### config.mk
export PLATFORM = sky130hd
export DESIGN_NAME = dual_mode_reload_timer
export DESIGN_NICKNAME = d
export VERILOG_FILES = /design/src/inc/reload_timer_pkg.sv /design/src/hw/dual_mode_reload_timer.sv
export SDC_FILE = /design/constraint.sdc
export NUM_CORES = 1
export LEC_CHECK = 0
export ABC_CLOCK_PERIOD_IN_PS = 4000
export BUFFER_PORTS_ARGS = -buffer_cell sky130_fd_sc_hd__buf_2
export CAP_MARGIN = 25
export CELL_PAD_IN_SITES_DETAIL_PLACEMENT = 0
export CELL_PAD_IN_SITES_GLOBAL_PLACEMENT = 2
export CORE_ASPECT_RATIO = 1.75
export CORE_MARGIN = 1.5
export CORE_UTILIZATION = 40
export CTS_CLUSTER_DIAMETER = 60
export CTS_CLUSTER_SIZE = 10
export DETAILED_ROUTE_END_ITERATION = 10
export PLACE_DENSITY = 0.95
export SYNTH_ARGS = -nofsm -noshare
export SYNTH_HDL_FRONTEND = slang
export SYNTH_SLANG_ARGS = --single-unit
### constraint.sdc
create_clock -name clock -period 4 [get_ports clock]
set_input_delay 0.4 -clock clock [delete_from_list [all_inputs] [get_ports clock]]
set_output_delay 0.4 -clock clock [all_outputs]
set_load 0.02 [all_outputs]
### src/inc/reload_timer_pkg.sv
// register map, field positions and timing constants of the dual mode reload timer
// assumes an 8-bit special-function register port inside the owning core
package reload_timer_pkg;

  // register offsets
  localparam logic [7:0] control_offset     = 8'h91;
  localparam logic [7:0] reload_low_offset  = 8'h92;
  localparam logic [7:0] reload_high_offset = 8'h93;
  localparam logic [7:0] count_low_offset   = 8'h94;
  localparam logic [7:0] count_high_offset  = 8'h95;

  // control register fields
  localparam int high_overflow_bit      = 7;
  localparam int low_overflow_bit       = 6;
  localparam int low_irq_enable_bit     = 5;
  localparam int capture_enable_bit     = 4;
  localparam int split_mode_bit         = 3;
  localparam int run_control_bit        = 2;
  localparam int unused_bit             = 1;
  localparam int external_clock_bit     = 0;

  // reset values and the all-ones wrap value
  localparam logic [7:0] control_reset = 8'h00;
  localparam logic [7:0] byte_reset    = 8'h00;
  localparam logic [7:0] byte_all_ones = 8'hff;

  // prescaler counts
  localparam int          system_clock_divide   = 12;
  localparam logic [3:0]  div12_last      = 4'(system_clock_divide - 1);
  localparam int          external_divide = 8;
  localparam logic [2:0]  div8_last       = 3'(external_divide - 1);

  // register port carrier
  typedef struct packed {
    logic       write;
    logic       read;
    logic [7:0] address;
    logic [7:0] data;
  } reg_request_type;

  // clock sources after selection
  typedef enum logic [1:0] {
    source_system_clock = 2'b00,
    source_div12  = 2'b01,
    source_ext8   = 2'b10
  } source_type;

endpackage

### src/hw/dual_mode_reload_timer.sv
// dual mode auto-reload timer: one 16-bit or two 8-bit counters, reload, capture
// assumes all register accesses and the interrupt enable come from the system clock domain;
// external oscillator and low-frequency oscillator arrive asynchronously
`timescale 1ns/10ps
`default_nettype none

module dual_mode_reload_timer (
  // clock and reset
  input  wire logic                             clock,
  input  wire logic                             arst_n,
  // register port
  input  wire reload_timer_pkg::reg_request_type reg_request,
  output logic      [7:0]                       read_data,
  // clock select bits held in the clock control register
  input  wire logic                             high_byte_clock_select,
  input  wire logic                             low_byte_clock_select,
  // timer interrupt enable from the interrupt controller
  input  wire logic                             timer_irq_enable,
  // asynchronous clock sources
  input  wire logic                             external_oscillator,
  input  wire logic                             lfo_output,
  // interrupt request
  output logic                                  irq_request
);

  ////////////////////////////////////////////////////////////////////////////
  // reset release
  logic [1:0] reset_sync;
  logic       rst_n;

  always_ff @(posedge clock or negedge arst_n) begin
    if (!arst_n) begin
      reset_sync <= 2'b00;
    end else begin
      reset_sync <= {reset_sync[0], 1'b1};
    end
  end
  assign rst_n = reset_sync[1];

  ////////////////////////////////////////////////////////////////////////////
  // input synchronisers, change counts once stages two and three agree
  logic [2:0] ext_sync;
  logic [2:0] lfo_sync;
  logic       ext_level;
  logic       lfo_level;

  always_ff @(posedge clock or negedge rst_n) begin
    if (!rst_n) begin
      ext_sync  <= 3'h0;
      lfo_sync  <= 3'h0;
      ext_level <= 1'b0;
      lfo_level <= 1'b0;
    end else begin
      ext_sync <= {ext_sync[1:0], external_oscillator};
      lfo_sync <= {lfo_sync[1:0], lfo_output};
      if (ext_sync[1] == ext_sync[2]) begin
        ext_level <= ext_sync[2];
      end
      if (lfo_sync[1] == lfo_sync[2]) begin
        lfo_level <= lfo_sync[2];
      end
    end
  end

  ////////////////////////////////////////////////////////////////////////////
  // prescalers as one-cycle enables
  logic [3:0] div12_count;
  logic [2:0] div8_count;
  logic       ext_level_d;
  logic       lfo_level_d;
  logic       tick_div12;
  logic       tick_ext8;
  logic       lfo_rise;

  always_ff @(posedge clock or negedge rst_n) begin
    if (!rst_n) begin
      div12_count <= 4'h0;
    end else if (div12_count == reload_timer_pkg::div12_last) begin
      div12_count <= 4'h0;
    end else begin
      div12_count <= div12_count + 4'h1;
    end
  end

  always_ff @(posedge clock or negedge rst_n) begin
    if (!rst_n) begin
      ext_level_d <= 1'b0;
      div8_count  <= 3'h0;
    end else begin
      ext_level_d <= ext_level;
      if (ext_level && !ext_level_d) begin
        div8_count <= div8_count + 3'h1;
      end
    end
  end

  always_ff @(posedge clock or negedge rst_n) begin
    if (!rst_n) begin
      lfo_level_d <= 1'b0;
    end else begin
      lfo_level_d <= lfo_level;
    end
  end

  assign tick_div12 = (div12_count == reload_timer_pkg::div12_last);
  assign tick_ext8  = ext_level && !ext_level_d
                      && (div8_count == reload_timer_pkg::div8_last);
  assign lfo_rise   = lfo_level && !lfo_level_d;

  ////////////////////////////////////////////////////////////////////////////
  // registers
  logic [7:0] reload_low_byte;
  logic [7:0] reload_high_byte;
  logic [7:0] low_counter;
  logic [7:0] high_counter;
  logic       high_overflow_flag;
  logic       low_overflow_flag;
  logic       low_byte_irq_enable;
  logic       lfo_capture_enable;
  logic       split_mode_select;
  logic       run_control;
  logic       external_clock_select;

  logic write_control;
  logic write_reload_low;
  logic write_reload_high;
  logic write_count_low;
  logic write_count_high;

  assign write_control     = reg_request.write
                             && reg_request.address == reload_timer_pkg::control_offset;
  assign write_reload_low  = reg_request.write
                             && reg_request.address == reload_timer_pkg::reload_low_offset;
  assign write_reload_high = reg_request.write
                             && reg_request.address == reload_timer_pkg::reload_high_offset;
  assign write_count_low   = reg_request.write
                             && reg_request.address == reload_timer_pkg::count_low_offset;
  assign write_count_high  = reg_request.write
                             && reg_request.address == reload_timer_pkg::count_high_offset;

  ////////////////////////////////////////////////////////////////////////////
  // count enables
  logic tick_low;
  logic tick_high;
  logic low_wrap;
  logic high_wrap;
  logic run_low;
  logic run_high;
  logic capture;

  // one byte clock: system_clock when its select is set, else div12 or ext/8
  function automatic logic pick_tick(input logic byte_select, input logic ext_select,
                                     input logic t12, input logic t8);
    logic result;
    result = 1'b1;
    if (!byte_select) begin
      result = ext_select ? t8 : t12;
    end
    return result;
  endfunction

  assign tick_low  = pick_tick(low_byte_clock_select, external_clock_select,
                               tick_div12, tick_ext8);
  assign tick_high = split_mode_select
                     ? pick_tick(high_byte_clock_select, external_clock_select,
                                 tick_div12, tick_ext8)
                     : tick_low;
  // low runs always in split mode; high gated by run bit in both modes
  assign run_low   = tick_low && (split_mode_select || run_control);
  assign run_high  = tick_high && run_control;
  assign low_wrap  = run_low && low_counter == reload_timer_pkg::byte_all_ones;
  // 16-bit: high wraps on carry out of the low byte
  assign high_wrap = split_mode_select
                     ? run_high && high_counter == reload_timer_pkg::byte_all_ones
                     : low_wrap && high_counter == reload_timer_pkg::byte_all_ones;
  assign capture   = lfo_capture_enable && timer_irq_enable && lfo_rise;

  ////////////////////////////////////////////////////////////////////////////
  // counters, software write takes priority over counting
  always_ff @(posedge clock or negedge rst_n) begin
    if (!rst_n) begin
      low_counter  <= reload_timer_pkg::byte_reset;
      high_counter <= reload_timer_pkg::byte_reset;
    end else begin
      if (write_count_low) begin
        low_counter <= reg_request.data;
      end else if (split_mode_select && low_wrap) begin
        low_counter <= reload_low_byte;
      end else if (!split_mode_select && high_wrap) begin
        low_counter <= reload_low_byte;
      end else if (run_low) begin
        low_counter <= low_counter + 8'h01;
      end
      if (write_count_high) begin
        high_counter <= reg_request.data;
      end else if (high_wrap) begin
        high_counter <= reload_high_byte;
      end else if (split_mode_select ? run_high : low_wrap) begin
        high_counter <= high_counter + 8'h01;
      end
    end
  end

  ////////////////////////////////////////////////////////////////////////////
  // reload registers, capture loads the count
  always_ff @(posedge clock or negedge rst_n) begin
    if (!rst_n) begin
      reload_low_byte  <= reload_timer_pkg::byte_reset;
      reload_high_byte <= reload_timer_pkg::byte_reset;
    end else if (capture) begin
      reload_low_byte  <= low_counter;
      reload_high_byte <= high_counter;
    end else begin
      if (write_reload_low) begin
        reload_low_byte <= reg_request.data;
      end
      if (write_reload_high) begin
        reload_high_byte <= reg_request.data;
      end
    end
  end

  ////////////////////////////////////////////////////////////////////////////
  // control register, hardware set wins over software clear
  always_ff @(posedge clock or negedge rst_n) begin
    if (!rst_n) begin
      high_overflow_flag    <= 1'b0;
      low_overflow_flag     <= 1'b0;
      low_byte_irq_enable   <= 1'b0;
      lfo_capture_enable    <= 1'b0;
      split_mode_select     <= 1'b0;
      run_control           <= 1'b0;
      external_clock_select <= 1'b0;
    end else begin
      if (write_control) begin
        high_overflow_flag    <= reg_request.data[reload_timer_pkg::high_overflow_bit];
        low_overflow_flag     <= reg_request.data[reload_timer_pkg::low_overflow_bit];
        low_byte_irq_enable   <= reg_request.data[reload_timer_pkg::low_irq_enable_bit];
        lfo_capture_enable    <= reg_request.data[reload_timer_pkg::capture_enable_bit];
        split_mode_select     <= reg_request.data[reload_timer_pkg::split_mode_bit];
        run_control           <= reg_request.data[reload_timer_pkg::run_control_bit];
        external_clock_select <= reg_request.data[reload_timer_pkg::external_clock_bit];
      end
      if (high_wrap) begin
        high_overflow_flag <= 1'b1;
      end
      if (low_wrap) begin
        low_overflow_flag <= 1'b1;
      end
    end
  end

  ////////////////////////////////////////////////////////////////////////////
  // interrupt request and read data
  logic [7:0] control_value;
  logic [7:0] next_read_data;

  always_comb begin
    control_value = reload_timer_pkg::control_reset;
    control_value[reload_timer_pkg::high_overflow_bit]  = high_overflow_flag;
    control_value[reload_timer_pkg::low_overflow_bit]   = low_overflow_flag;
    control_value[reload_timer_pkg::low_irq_enable_bit] = low_byte_irq_enable;
    control_value[reload_timer_pkg::capture_enable_bit] = lfo_capture_enable;
    control_value[reload_timer_pkg::split_mode_bit]     = split_mode_select;
    control_value[reload_timer_pkg::run_control_bit]    = run_control;
    control_value[reload_timer_pkg::unused_bit]         = 1'b0;
    control_value[reload_timer_pkg::external_clock_bit] = external_clock_select;
  end

  always_comb begin
    case (reg_request.address)
      reload_timer_pkg::control_offset:     next_read_data = control_value;
      reload_timer_pkg::reload_low_offset:  next_read_data = reload_low_byte;
      reload_timer_pkg::reload_high_offset: next_read_data = reload_high_byte;
      reload_timer_pkg::count_low_offset:   next_read_data = low_counter;
      reload_timer_pkg::count_high_offset:  next_read_data = high_counter;
      default:                              next_read_data = 8'h00;
    endcase
  end

  always_ff @(posedge clock or negedge rst_n) begin
    if (!rst_n) begin
      read_data <= 8'h00;
    end else if (reg_request.read) begin
      read_data <= next_read_data;
    end
  end

  // request pulses one cycle per event; flags keep the level for software
  always_ff @(posedge clock or negedge rst_n) begin
    if (!rst_n) begin
      irq_request <= 1'b0;
    end else begin
      irq_request <= timer_irq_enable
                     && (high_wrap
                         || (low_byte_irq_enable && low_wrap)
                         || capture);
    end
  end

endmodule
`default_nettype wire

# == After elaboration in Yosys (flattened, before gate mapping) ==
# Cells that the tools add are included.
# classes
add_sub_neg,4
eq_ne,11
muxes,23
reduce_logical,31
# ops
operator,count
$mux W8,11
$eq A8 B8 Y1 const B,7
$pmux W8 S5,1
$logic_and A1 B1 Y1,19
$add A8 B1 Y8 const B,2
$mux W1,10
$reduce_bool A2 Y1,4
$add A4 B1 Y4 const B,1
$eq A4 B4 Y1 const B,1
$mux W4,1
$reduce_bool A4 Y1,1
$add A3 B1 Y3 const B,1
$eq A3 B3 Y1 const B,1
$logic_not A1 Y1,3
$logic_or A1 B1 Y1,3
$reduce_bool A3 Y1,1
$eq A1 B1 Y1,2
# totals
ff_bits,67
word_cells,91

# == Longest topological paths before layout ==
# Gate-level depths: netlist (run 1).
# logic_depth
depth_word,13
mapped_depth,9

# == Worst setup path after synthesis (run 1) ==
# Ideal clock, no wire load.
# synth_path
path_kind,register to register
from,register div8_count[0]
to,register high_counter[3]
setup_time_ps,125
arrival_time_ps,2191
path_slack_ps,1684
path_stages_with_launch,10
period_less_slack_ps,2316
cell_sequence,dfrtp_1 ha_1 ha_1 and4b_1 or3_1 buf_6 and2_4 buf_6 mux2_4 mux2_2
# synth_via
elab_chain_cells,10
word_cells_on_any_way,16
# synth_lines
element,line,text
from (decl),dual_mode_reload_timer.sv:68,logic [2:0] div8_count;
from (signal assigned),dual_mode_reload_timer.sv:92,div8_count <= div8_count + 3'h1;
$eq A3 B3 Y1 *,dual_mode_reload_timer.sv:107,&& (div8_count == reload_timer_pkg::div8_last);
$logic_and A1 B1 Y1 *,dual_mode_reload_timer.sv:107,
$mux W1 *,dual_mode_reload_timer.sv:157,result = ext_select ? t8 : t12;
$mux W1,dual_mode_reload_timer.sv:156,if (!byte_select) begin
$mux W1 / $logic_and A1 B1 Y1 (equally long branches),"dual_mode_reload_timer.sv:165, dual_mode_reload_timer.sv:169",
"$logic_and A1 B1 Y1, on equally long branches","dual_mode_reload_timer.sv:170, dual_mode_reload_timer.sv:171",
"$logic_and A1 B1 Y1, on equally long branches","dual_mode_reload_timer.sv:174, dual_mode_reload_timer.sv:175",
$mux W1,dual_mode_reload_timer.sv:174,? run_high && high_counter == reload_timer_pkg::byte_all_ones
$mux W8,dual_mode_reload_timer.sv:196,end else if (high_wrap) begin
$mux W8,dual_mode_reload_timer.sv:194,if (write_count_high) begin
to (signal assigned),dual_mode_reload_timer.sv:195,high_counter <= reg_request.data;
to (signal assigned),dual_mode_reload_timer.sv:197,high_counter <= reload_high_byte;
to (signal assigned),dual_mode_reload_timer.sv:199,high_counter <= high_counter + 8'h01;
to (decl),dual_mode_reload_timer.sv:115,logic [7:0] high_counter;
# Every way passes the cells marked *; elsewhere a longest branch is shown, timed or not.
# A chain may end at the register's enable or synchronous reset.

# == Worst setup path in the final report (run 1) ==
# layout_path
from,register high_counter[0]
to,register low_counter[0]
# layout_via
elab_chain_cells,7
word_cells_on_any_way,9
# layout_lines
element,line,text
from (signal assigned),dual_mode_reload_timer.sv:183,high_counter <= reload_timer_pkg::byte_reset;
from (signal assigned),dual_mode_reload_timer.sv:195,
from (signal assigned),dual_mode_reload_timer.sv:197,
$eq A8 B8 Y1 *,"dual_mode_reload_timer.sv:174, dual_mode_reload_timer.sv:175",
"$logic_and A1 B1 Y1, on equally long branches","dual_mode_reload_timer.sv:175, dual_mode_reload_timer.sv:174",
$mux W1 *,dual_mode_reload_timer.sv:174,
$logic_and A1 B1 Y1 *,dual_mode_reload_timer.sv:189,end else if (!split_mode_select && high_wrap) begin
$mux W8,dual_mode_reload_timer.sv:189,
$mux W8,dual_mode_reload_timer.sv:187,end else if (split_mode_select && low_wrap) begin
$mux W8,dual_mode_reload_timer.sv:185,if (write_count_low) begin
to (signal assigned),dual_mode_reload_timer.sv:186,low_counter <= reg_request.data;
to (signal assigned),dual_mode_reload_timer.sv:188,low_counter <= reload_low_byte;
to (signal assigned),dual_mode_reload_timer.sv:190,low_counter <= reload_low_byte;
to (decl),dual_mode_reload_timer.sv:114,logic [7:0] low_counter;
# Marked as above.

==> results of run 1 <==
worst max-delay path: stages, from the launching register on:
cell and delay [ns]:
dfrtp_1 0.46, ha_1 0.24, and3_1 0.30, nand3_1 0.36, a211o_1 0.53, a221oi_1 0.33
nor2_1 0.07
metal layers:
layer  track usage (%)  vias up
li1                  -     1426
met1              28.1     1458
met2              37.9      103
met3              4.78       22
met4              12.7        0
met5                 0        -
how the worst min path moves through the flow:
| stage | startpoint | endpoint | slack (ns) | depth (start not counted) |
|---|---|---|---|---|
| finish | external_oscillator | ext_sync[0]$_DFF_PN0_ | 0.17 | 1 |
| floorplan | arst_n | reset_sync[0]$_DFF_PN0_ | 0.10 | 0 |
| global placement | arst_n | reset_sync[0]$_DFF_PN0_ | 0.18 | 1 |
| CTS | external_oscillator | ext_sync[0]$_DFF_PN0_ | 0.16 | 1 |
| global route | external_oscillator | ext_sync[0]$_DFF_PN0_ | 0.16 | 1 |
| detailed placement | arst_n | reset_sync[0]$_DFF_PN0_ | 0.19 | 1 |
what timing repair did:
action | in CTS | in global routing
hold buffers | 1 | 0
hold endpoints to repair | 2 | 0
setup buffers | 0 | 0
setup endpoints to repair | 0 | 0
gates resized for setup | 0 | 0
area by class of cell:
class                           count  area (µm²)  share of cell area (%)
Clock buffer                        9         225                    5.50
Clock inverter                      7        45.0                    1.10
Inverter                            7        26.3                   0.642
Multi-Input combinational cell    284        1780                    43.6
Sequential cell                    67        1680                    41.0
Tap cell                          117         146                    3.57
Timing Repair Buffer               36         190                    4.64
cell usage in the layout, fill, tap and decap left out, types with 7 or more instances in the layout:
cell type / instances
dfrtp_1: 66
a21oi_1: 8
buf_2: 33
and3_1: 11
inv_1: 7
o21ai_1: 8
nor2_1: 38
a22oi_1: 7
o21ai_0: 7
a22o_1: 7
nand3_1: 8
clkbuf_16: 9
mux2_2: 11
a31oi_1: 29
mux2i_1: 10
nand2_1: 61
power by group:
group	leakage [nW]	switching [mW]	internal, mW	total [mW]
Clock	0.123	0.303	0.415	0.718
Combinational	0.865	0.189	0.193	0.382
Sequential	0.851	0.172	0.799	0.971
Total	1.84	0.664	1.41	2.07
kinds of logic after synthesis:
family / after synthesis
other: 1
DFF: 67
and+or+nand+nor: 151
buffers and inverters: 31
AOI/OAI and AO/OA: 89
adders and majority gates: 7
xor gates and xnor gates: 9
muxes: 27
flip-flops by register name (all words and copies together) (netlist names):
name / flops
lfo_sync: 3
ext_level: 1
lfo_level_d: 1
div12_count: 4
low_byte_irq_enable: 1
lfo_capture_enable: 1
split_mode_select: 1
read_data: 8
high_overflow_flag: 1
irq_request: 1
reset_sync: 2
high_counter: 8
low_overflow_flag: 1
ext_sync: 3
run_control: 1
reload_high_byte: 8
low_counter: 8
ext_level_d: 1
lfo_level: 1
reload_low_byte: 8
div8_count: 3
external_clock_select: 1
==> results.ini, run 1 <==
[run_status]
status = completed

[cells_and_area]
drive_gt1_share_pct = 16.8
design_area_mm2 = 0.00410
fin_cells = 527
diodes = 0
syn2layout_area_growth_pct = 13.9
fillCellCount = 827
final_nets = 435
utilization_pct = 46.9

[placed_design]
numPortBuffers = 33
finalWeightedCongestion = 0.846
placed_cells = 510
hpwl_mm = 7.18
pre_cts_slack_ns = 1.50
place_area_mm2 = 0.00381

[job]
maxCapViolCount = 0

[critical_path]
startpoint_type = flip-flop
crit_fanout = 10
crit_type = reg2reg
cp-endpoint = low_counter[0]$_DFFE_PN0P_
reg2reg_to = low_counter[0]$_DFFE_PN0P_
worstSetupEndpointType = flip-flop
crit_arrival_ns = 2.64
critPathRequiredTime_ns = 4.22
rr_startpoint = high_counter[0]$_DFFE_PN0P_
critPathLaunch = high_counter[0]$_DFFE_PN0P_
reg2reg_slack_ns = 1.58
r2r_cells = 6

[power]
ir_worst_vdd_uv = 389
total_power_mw = 2.07
cellPowerDensity_mw_per_mm2 = 506
p_leak_nw = 1.84

[synthesis]
syn_area_mm2 = 0.00360
syn_inst = 382
yosysTopAreaCell = dfrtp_1
synthDominantCellAreaShare_pct = 46.6
synth_compound_area_share_pct = 17.0
yosysWarnings = 0
avgSynthCellArea_um2 = 9.41
synth-main-ff-cell = dfrtp_1
synth-simple-area-share_pct = 19.8
synthMuxAreaShare_pct = 8.21
synthArstFlopShare_pct = 100
ys_types = 57
synth_top_family_by_area = simple AND/OR/NAND/NOR gates
yosysSeqAreaShare_pct = 46.6
synth_common_cells = dfrtp_1, nand2_1, nor2_1
synth_area_leaders = dfrtp_1, nand2_1, a31oi_1
ys_ff_latch = 67
synth-edff-count = 0
synth_most_common_cell = dfrtp_1
synth_fp_nets = 412
synth_fa_ha_area_share_pct = 2.30
synth_xor_area_share_pct = 2.19

[timing]
hold_viol_final = 0
timing.fmax_mhz = 413
skew_ns = 0.00868
min_period_ns = 2.42
grt_setup_unrepaired = false
holdWs_ns = 0.170
final-max-slew-violation-count = 0
relSlewSlack_pct = 40.4
fin_ws_ns = 1.58
setup_viol = 0
worst_pin_slew_ns = 0.888
period_share_pct = 60.5
setup_tns_ns = 0

[global_routing]
grt_max_degree = 39
antenna_found_initial = 0
grt_pass1_wl_mm = 16.3
overflow = 0
grt_pass1_vias = 3017
track_usage_pct = 23.2

[detailed_routing]
m1WireLength_mm = 3.97
wirelength_mm = 10.1
ant_nets = 0
avgViaCountPerCell = 5.71
vias = 3009
drtPass1Iterations = 5
wl_met3_um = 541
route.detailed.drc = 0
dr.max_layer_used = met4
detail_route.wl_per_cell_um = 19.1
first_iter_violations = 324
wl_met2_mm = 5.19

[die]
die_h_um = 128
dieArea_mm2 = 0.00959
io_pins = 34
die_w_um = 74.7
core_area_mm2 = 0.00873
num_rows = 45
initial_utilization_pct = 41.2

[clock_network]
htree_levels = 3
cts_buffers = 9
clkLatencyLatePin_ns = 0.34
cts_tree = done
clkTransAtPathRegs_ns = 0.06
clockBufferDepth = 2
cts.sinks = 67
root_buffer = clkbuf_16

[min_path]
hold_path_class = in2reg

(Power assumes the default switching activity.)
==> run 2, diff against run 1 <==
--- a/config.mk
+++ b/config.mk
@@ -5,18 +5,18 @@
 export SDC_FILE = /design/constraint.sdc
 export NUM_CORES = 1
 export LEC_CHECK = 0
-export ABC_CLOCK_PERIOD_IN_PS = 4000
+export ABC_CLOCK_PERIOD_IN_PS = 2060
 export BUFFER_PORTS_ARGS = -buffer_cell sky130_fd_sc_hd__buf_2
 export CAP_MARGIN = 25
 export CELL_PAD_IN_SITES_DETAIL_PLACEMENT = 0
 export CELL_PAD_IN_SITES_GLOBAL_PLACEMENT = 2
 export CORE_ASPECT_RATIO = 1.75
 export CORE_MARGIN = 1.5
-export CORE_UTILIZATION = 40
+export CORE_UTILIZATION = 34
 export CTS_CLUSTER_DIAMETER = 60
 export CTS_CLUSTER_SIZE = 10
 export DETAILED_ROUTE_END_ITERATION = 10
-export PLACE_DENSITY = 0.95
+export PLACE_DENSITY = 0.87
 export SYNTH_ARGS = -nofsm -noshare
 export SYNTH_HDL_FRONTEND = slang
 export SYNTH_SLANG_ARGS = --single-unit
==> constraint.sdc (replaced) <==
create_clock -name clock -period 2.06 [get_ports clock]
set_input_delay 0.206 -clock clock [delete_from_list [all_inputs] [get_ports clock]]
set_output_delay 0.206 -clock clock [all_outputs]
set_load 0.02 [all_outputs]
==> run 2 against run 1 <==
Effect of this change: the run now ends with setup timing left; critical endpoint is now high_counter[3]$_DFFE_PN0P_; clock skew increased by 0.00082 ns; power rose by 110%; first-iteration DRC count down 19%; largest cell class unchanged.
==> results.ini, run 2 (synthesis gave the netlist of run 1 again) <==
[run_status]
status = complete, but fails checks
violations = setup timing

[placed_design]
pre_cts_slack_ns = -0.00617
numPortBuffers = 33
hpwl_mm = 7.96
finalWeightedCongestion = 0.867

[clock_network]
cts.sinks = 67
root_buffer = clkbuf_16
clkLatencyLatePin_ns = 0.33
clockBufferDepth = 2
cts_buffers = 9
cts_tree = done
clkTransAtPathRegs_ns = 0.06
htree_levels = 3

[critical_path]
startpoint_type = flip-flop
cp_slowest_cell = dfrtp_1
max_stage_delay_ns = 0.38
crit_type = reg2reg
critPathLaunch = div8_count[1]$_DFFE_PN0P_
cp-endpoint = high_counter[3]$_DFFE_PN0P_
cp_top_family = simple AND/OR/NAND/NOR gates
rr_startpoint = div8_count[1]$_DFFE_PN0P_
worstSetupEndpointType = flip-flop
crit_fanout = 2
r2r_cells = 7
critPathRequiredTime_ns = 2.28
reg2reg_slack_ns = -0.001
crit_arrival_ns = 2.28
path_depth = 7
path_cells = ha_2 > ha_2 > and4b_1 > or3_1 > and2_4 > mux2_4 > mux2_4
cp_num_buf_inv = 0
reg2reg_to = high_counter[3]$_DFFE_PN0P_

[global_routing]
track_usage_pct = 21.0
antenna_found_initial = 0
overflow = 0
grt_pass1_wl_mm = 17.2
grt_pass1_vias = 3240
grt_max_degree = 66

[timing]
period_share_pct = 100
fin_ws_ns = -0.00131
skew_ns = 0.00951
timing.fmax_mhz = 485
hold_viol_final = 0
min_period_ns = 2.06
setup_viol = 1
grt_setup_unrepaired = true
final-max-slew-violation-count = 0

[die]
die_h_um = 139
initial_utilization_pct = 34.9
io_pins = 34
die_w_um = 80.7
core_area_mm2 = 0.0103
num_rows = 49
dieArea_mm2 = 0.0112

[min_path]
hold_path_class = in2reg
whs_path_depth = 3

[power]
cellPowerDensity_mw_per_mm2 = 957
ir_worst_vdd_uv = 439
total_power_mw = 4.36
p_leak_nw = 2.09

[detailed_routing]
wirelength_mm = 10.9
avgViaCountPerCell = 5.56
route.detailed.drc = 0
vias = 3225
drtPass1Iterations = 5
ant_nets = 0
first_iter_violations = 261
detail_route.wl_per_cell_um = 18.7

[cells_and_area]
fillCellCount = 1023
final_cell_mix = dfrtp_1, nand2_1, buf_4
drive_gt1_share_pct = 25.6
final_common_cell = dfrtp_1
syn2layout_area_growth_pct = 26.7
final_nets = 479
diodes = 0

[job]
maxCapViolCount = 0

run 2: changes by cell type in the layout (fill, tap and decap cells not counted), moves of 2 or more:
cell / change
o21ai_1: +2
o21ai_0: -2
buf_12: +2
dlygate4sd3_1: +2
ha_1: -2
clkinv_2: -2
clkinvlp_4: -3
ha_2: +2
buf_4: +39
run 2: per-layer routing:
layer | global-route usage (%) | wire [µm] | vias up
met5 | 0 | 0 | -
met4 | 16.6 | 735 | 0
met3 | 3.68 | 435 | 40
met2 | 34.2 | 5610 | 106
met1 | 23.3 | 4080 | 1570
li1 | - | - | 1509
run 2: per-stage QoR:
stage / util (%) / hold slack, ns / cell area (µm²) / std cells / setup TNS [ns]
2_1_floorplan: - / -0.0896 / 3600 / 382 / -0.186
3_3_place_gp: 40.4 / -0.00894 / 4160 / 560 / 0
3_5_place_dp: 40.4 / -0.00781 / 4160 / 560 / -0.00632
4_1_cts: 43.5 / 0.0824 / 4490 / 578 / -0.0123
5_1_grt: 44.2 / 0.112 / 4550 / 580 / -0.129
6_report: 44.2 / 0.0923 / 4550 / 580 / -0.00131
run 2: timing repair:
action | CTS | global route
resized for setup | 1 | 11
endpoints found under the setup margin | 5 | 11
endpoints found under the hold margin | 4 | 0
hold buffers | 3 | 0
buffers inserted | 0 | 2
run 2: layout make-up:
class                      instances  area, µm²  area share [%]
timing repair buffer              80        554            12.2
inverter                           7       26.3           0.577
clock inverter                     4       51.3            1.13
sequential                        67       1680            36.8
multi-input combinational        284       1840            40.5
tap                              127        159            3.49
clock buffer                      11        243            5.33
run 2: worst min-delay path, cell delays in order:
cell and delay, ns:
buf_2 0.11, inv_1 0.04, a31oi_1 0.03
run 2: where the power goes:
| part | internal [mW] | total [mW] | switching (mW) |
|---|---|---|---|
| Combinational | 0.520 | 1.05 | 0.529 |
| Sequential | 1.55 | 1.78 | 0.226 |
| Clock | 0.963 | 1.53 | 0.568 |
| Total | 3.04 | 4.36 | 1.32 |
run 2: worst min-delay path by stage:
| stage | from | endpoint |
|---|---|---|
| after floorplan | arst_n | reset_sync[0]$_DFF_PN0_ |
| after global placement | arst_n | reset_sync[0]$_DFF_PN0_ |
| after detailed placement | arst_n | reset_sync[0]$_DFF_PN0_ |
| after CTS | timer_irq_enable | irq_request$_DFF_PN0_ |
| after global routing | timer_irq_enable | irq_request$_DFF_PN0_ |
| final | timer_irq_enable | irq_request$_DFF_PN0_ |
==> run 3, diff against run 2 <==
--- a/config.mk
+++ b/config.mk
@@ -5,6 +5,7 @@
 export SDC_FILE = /design/constraint.sdc
 export NUM_CORES = 1
 export LEC_CHECK = 0
+export ABC_AREA = 1
 export ABC_CLOCK_PERIOD_IN_PS = 2060
 export BUFFER_PORTS_ARGS = -buffer_cell sky130_fd_sc_hd__buf_2
 export CAP_MARGIN = 25
@@ -12,7 +13,7 @@
 export CELL_PAD_IN_SITES_GLOBAL_PLACEMENT = 2
 export CORE_ASPECT_RATIO = 1.75
 export CORE_MARGIN = 1.5
-export CORE_UTILIZATION = 34
+export CORE_UTILIZATION = 32
 export CTS_CLUSTER_DIAMETER = 60
 export CTS_CLUSTER_SIZE = 10
 export DETAILED_ROUTE_END_ITERATION = 10
==> run 3 against run 2 <==
Effect of this change: highest routed layer unchanged; global-route usage shrank 0.46 points; the run ends with DRC left; fmax up 11%; sequential power shrank 8%.
==> results.ini, run 3 <==
[run_status]
status = complete, but fails checks
violations = DRC

[die]
die_h_um = 147
core_area_mm2 = 0.0115
io_pins = 34
dieArea_mm2 = 0.0125
num_rows = 52
die_w_um = 85.0
initial_utilization_pct = 32.7

[placed_design]
numPortBuffers = 33
placed_cells = 653
finalWeightedCongestion = 0.896
hpwl_mm = 9.34

[detailed_routing]
wirelength_mm = 12.0
vias = 3424
route.detailed.drc = 2
ant_nets = 0
drtPass1Iterations = 8
avgViaCountPerCell = 5.10
first_iter_violations = 251
detail_route.wl_per_cell_um = 17.9

[power]
clkPwrFrac_pct = 41.8
p_switching_mw = 1.17
p_leak_nw = 2.41
pwr-share-comb_pct = 15.9
total_power_mw = 3.86
switching_share_pct = 30.3
pwr-share-seq_pct = 42.3
ir_worst_vdd_uv = 485
cellPowerDensity_mw_per_mm2 = 851
p_int_mw = 2.69

[cells_and_area]
final_common_cell = nand2_1
syn2layout_area_growth_pct = 20.5
fillCellCount = 1177
utilization_pct = 39.4
fin_cells = 672
register_area_mm2 = 0.00168
drive_gt1_share_pct = 19.4
final_nets = 562
final_cell_mix = nand2_1, dfrtp_1, inv_1
multiInputGateArea_mm2 = 0.00180
diodes = 0

[clock_network]
root_buffer = clkbuf_16
cts.sinks = 67
clockBufferDepth = 2
clkTransAtPathRegs_ns = 0.06
cts_buffers = 9
postCtsSetupRepairBufs = 0
htree_levels = 3
clkLatencyLatePin_ns = 0.34
cts_tree = done

[synthesis]
synthMuxAreaShare_pct = 1.13
ys_ff_latch = 67
avgSynthCellArea_um2 = 7.90
yosysSeqAreaShare_pct = 44.5
yosysTopAreaCell = dfrtp_1
syn_area_mm2 = 0.00377
synth_most_common_cell = nand2_1
synth_top_family_by_area = simple AND/OR/NAND/NOR gates
synth_xor_area_share_pct = 2.56
synth_compound_area_share_pct = 9.63
synth_area_leaders = dfrtp_1, nand2_1, inv_1
syn_inst = 477
synth_common_cells = nand2_1, dfrtp_1, inv_1
synth-edff-count = 0
synth_fa_ha_area_share_pct = 2.19
synthArstFlopShare_pct = 100
synth-simple-area-share_pct = 31.8
yosysWarnings = 0
ys_types = 42
synth-main-ff-cell = dfrtp_1
synthDominantCellAreaShare_pct = 44.5
synth_fp_nets = 507

[timing]
timing.fmax_mhz = 540
setup_viol = 0
holdWs_ns = 0.115
setup_tns_ns = 0
min_period_ns = 1.85
period_share_pct = 89.9
relSlewSlack_pct = 65.5
grt_setup_unrepaired = false
worst_pin_slew_ns = 0.514
final-max-slew-violation-count = 0
hold_viol_final = 0
skew_ns = 0.00655

[critical_path]
reg2reg_to = high_counter[5]$_DFFE_PN0P_
reg2reg_slack_ns = 0.21
critPathRequiredTime_ns = 2.29
worstSetupEndpointType = flip-flop
crit_arrival_ns = 2.08
rr_startpoint = div8_count[0]$_DFFE_PN0P_
startpoint_type = flip-flop
crit_type = reg2reg
r2r_cells = 10
cp-endpoint = high_counter[5]$_DFFE_PN0P_
critPathLaunch = div8_count[0]$_DFFE_PN0P_
crit_fanout = 7

[min_path]
hold_path_class = in2reg

[global_routing]
grt_max_degree = 36
grt_pass1_wl_mm = 19.2
overflow = 0
antenna_found_initial = 0
grt_pass1_vias = 3632
track_usage_pct = 20.5

[job]
maxCapViolCount = 0

-- run 3: per-stage QoR --
stage | area (µm²) | setup slack (ns)
after floorplan | 3770 | 0.0562
after global placement | 4200 | 0.162
after detailed placement | 4200 | 0.0989
after CTS | 4530 | 0.0885
after global routing | 4540 | 0.0738
final | 4540 | 0.208
-- run 3: layout make-up --
cell class                      count  area share (%)
Inverter                           69            5.70
Sequential cell                    67            37.0
Clock inverter                      7            1.79
Multi-Input combinational cell    334            39.5
Timing Repair Buffer               51            7.33
Clock buffer                        9            4.96
Tap cell                          135            3.72
-- run 3: power by group through the flow --
stage | Clock (mW) | Combinational (mW) | Sequential, mW
after floorplan | 0 | 0.367 | 1.64
after global routing | 1.72 | 0.691 | 1.65
final | 1.62 | 0.616 | 1.63
after CTS | 1.65 | 0.616 | 1.63
after detailed placement | 0 | 0.608 | 1.66
after global placement | 0 | 0.597 | 1.65
-- run 3: cell families after synthesis --
group	Yosys count
adder cells (fa/ha/maj)	7
AND/OR/NAND/NOR	249
XOR/XNOR	11
buffers and inverters	76
other	1
AO/OA/AOI/OAI	62
flip-flops	67
multiplexers	4
-- run 3: repair_timing --
action,in CTS,in global routing
endpoints found under the setup margin,0,6
endpoints found under the hold margin,4,0
gates resized for setup,0,2
hold buffers,3,0
-- run 3: worst max-delay path, stage by stage (launching register included) --
cell,delay [ns]
dfrtp_1,0.40
ha_1,0.21
ha_1,0.18
nand4_1,0.13
nand3b_1,0.10
nand3_1,0.28
nand2_4,0.14
nand2_4,0.12
nand2_1,0.06
nand3_1,0.08
nand2_1,0.05
-- run 3: worst min-delay path by stage --
stage	start	end	slack (ns)	cells past startpoint
2_1_floorplan	arst_n	reset_sync[0]$_DFF_PN0_	-0.09	0
3_3_place_gp	arst_n	reset_sync[0]$_DFF_PN0_	-0.009	1
3_5_place_dp	arst_n	reset_sync[0]$_DFF_PN0_	-0.007	1
4_1_cts	reg_request[1]	high_counter[1]$_DFFE_PN0P_	0.11	3
5_1_grt	reg_request[1]	high_counter[1]$_DFFE_PN0P_	0.13	3
6_report	reg_request[1]	high_counter[1]$_DFFE_PN0P_	0.12	3
-- run 3: metal layers --
metal / share of wire [%] / global-route usage, % / vias up
met3: 3.5 / 3.50 / 29
li1: - / - / 1647
met4: 4.8 / 11.4 / 0
met2: 56 / 37.8 / 102
met1: 36 / 21.4 / 1646
met5: 0 / 0 / -
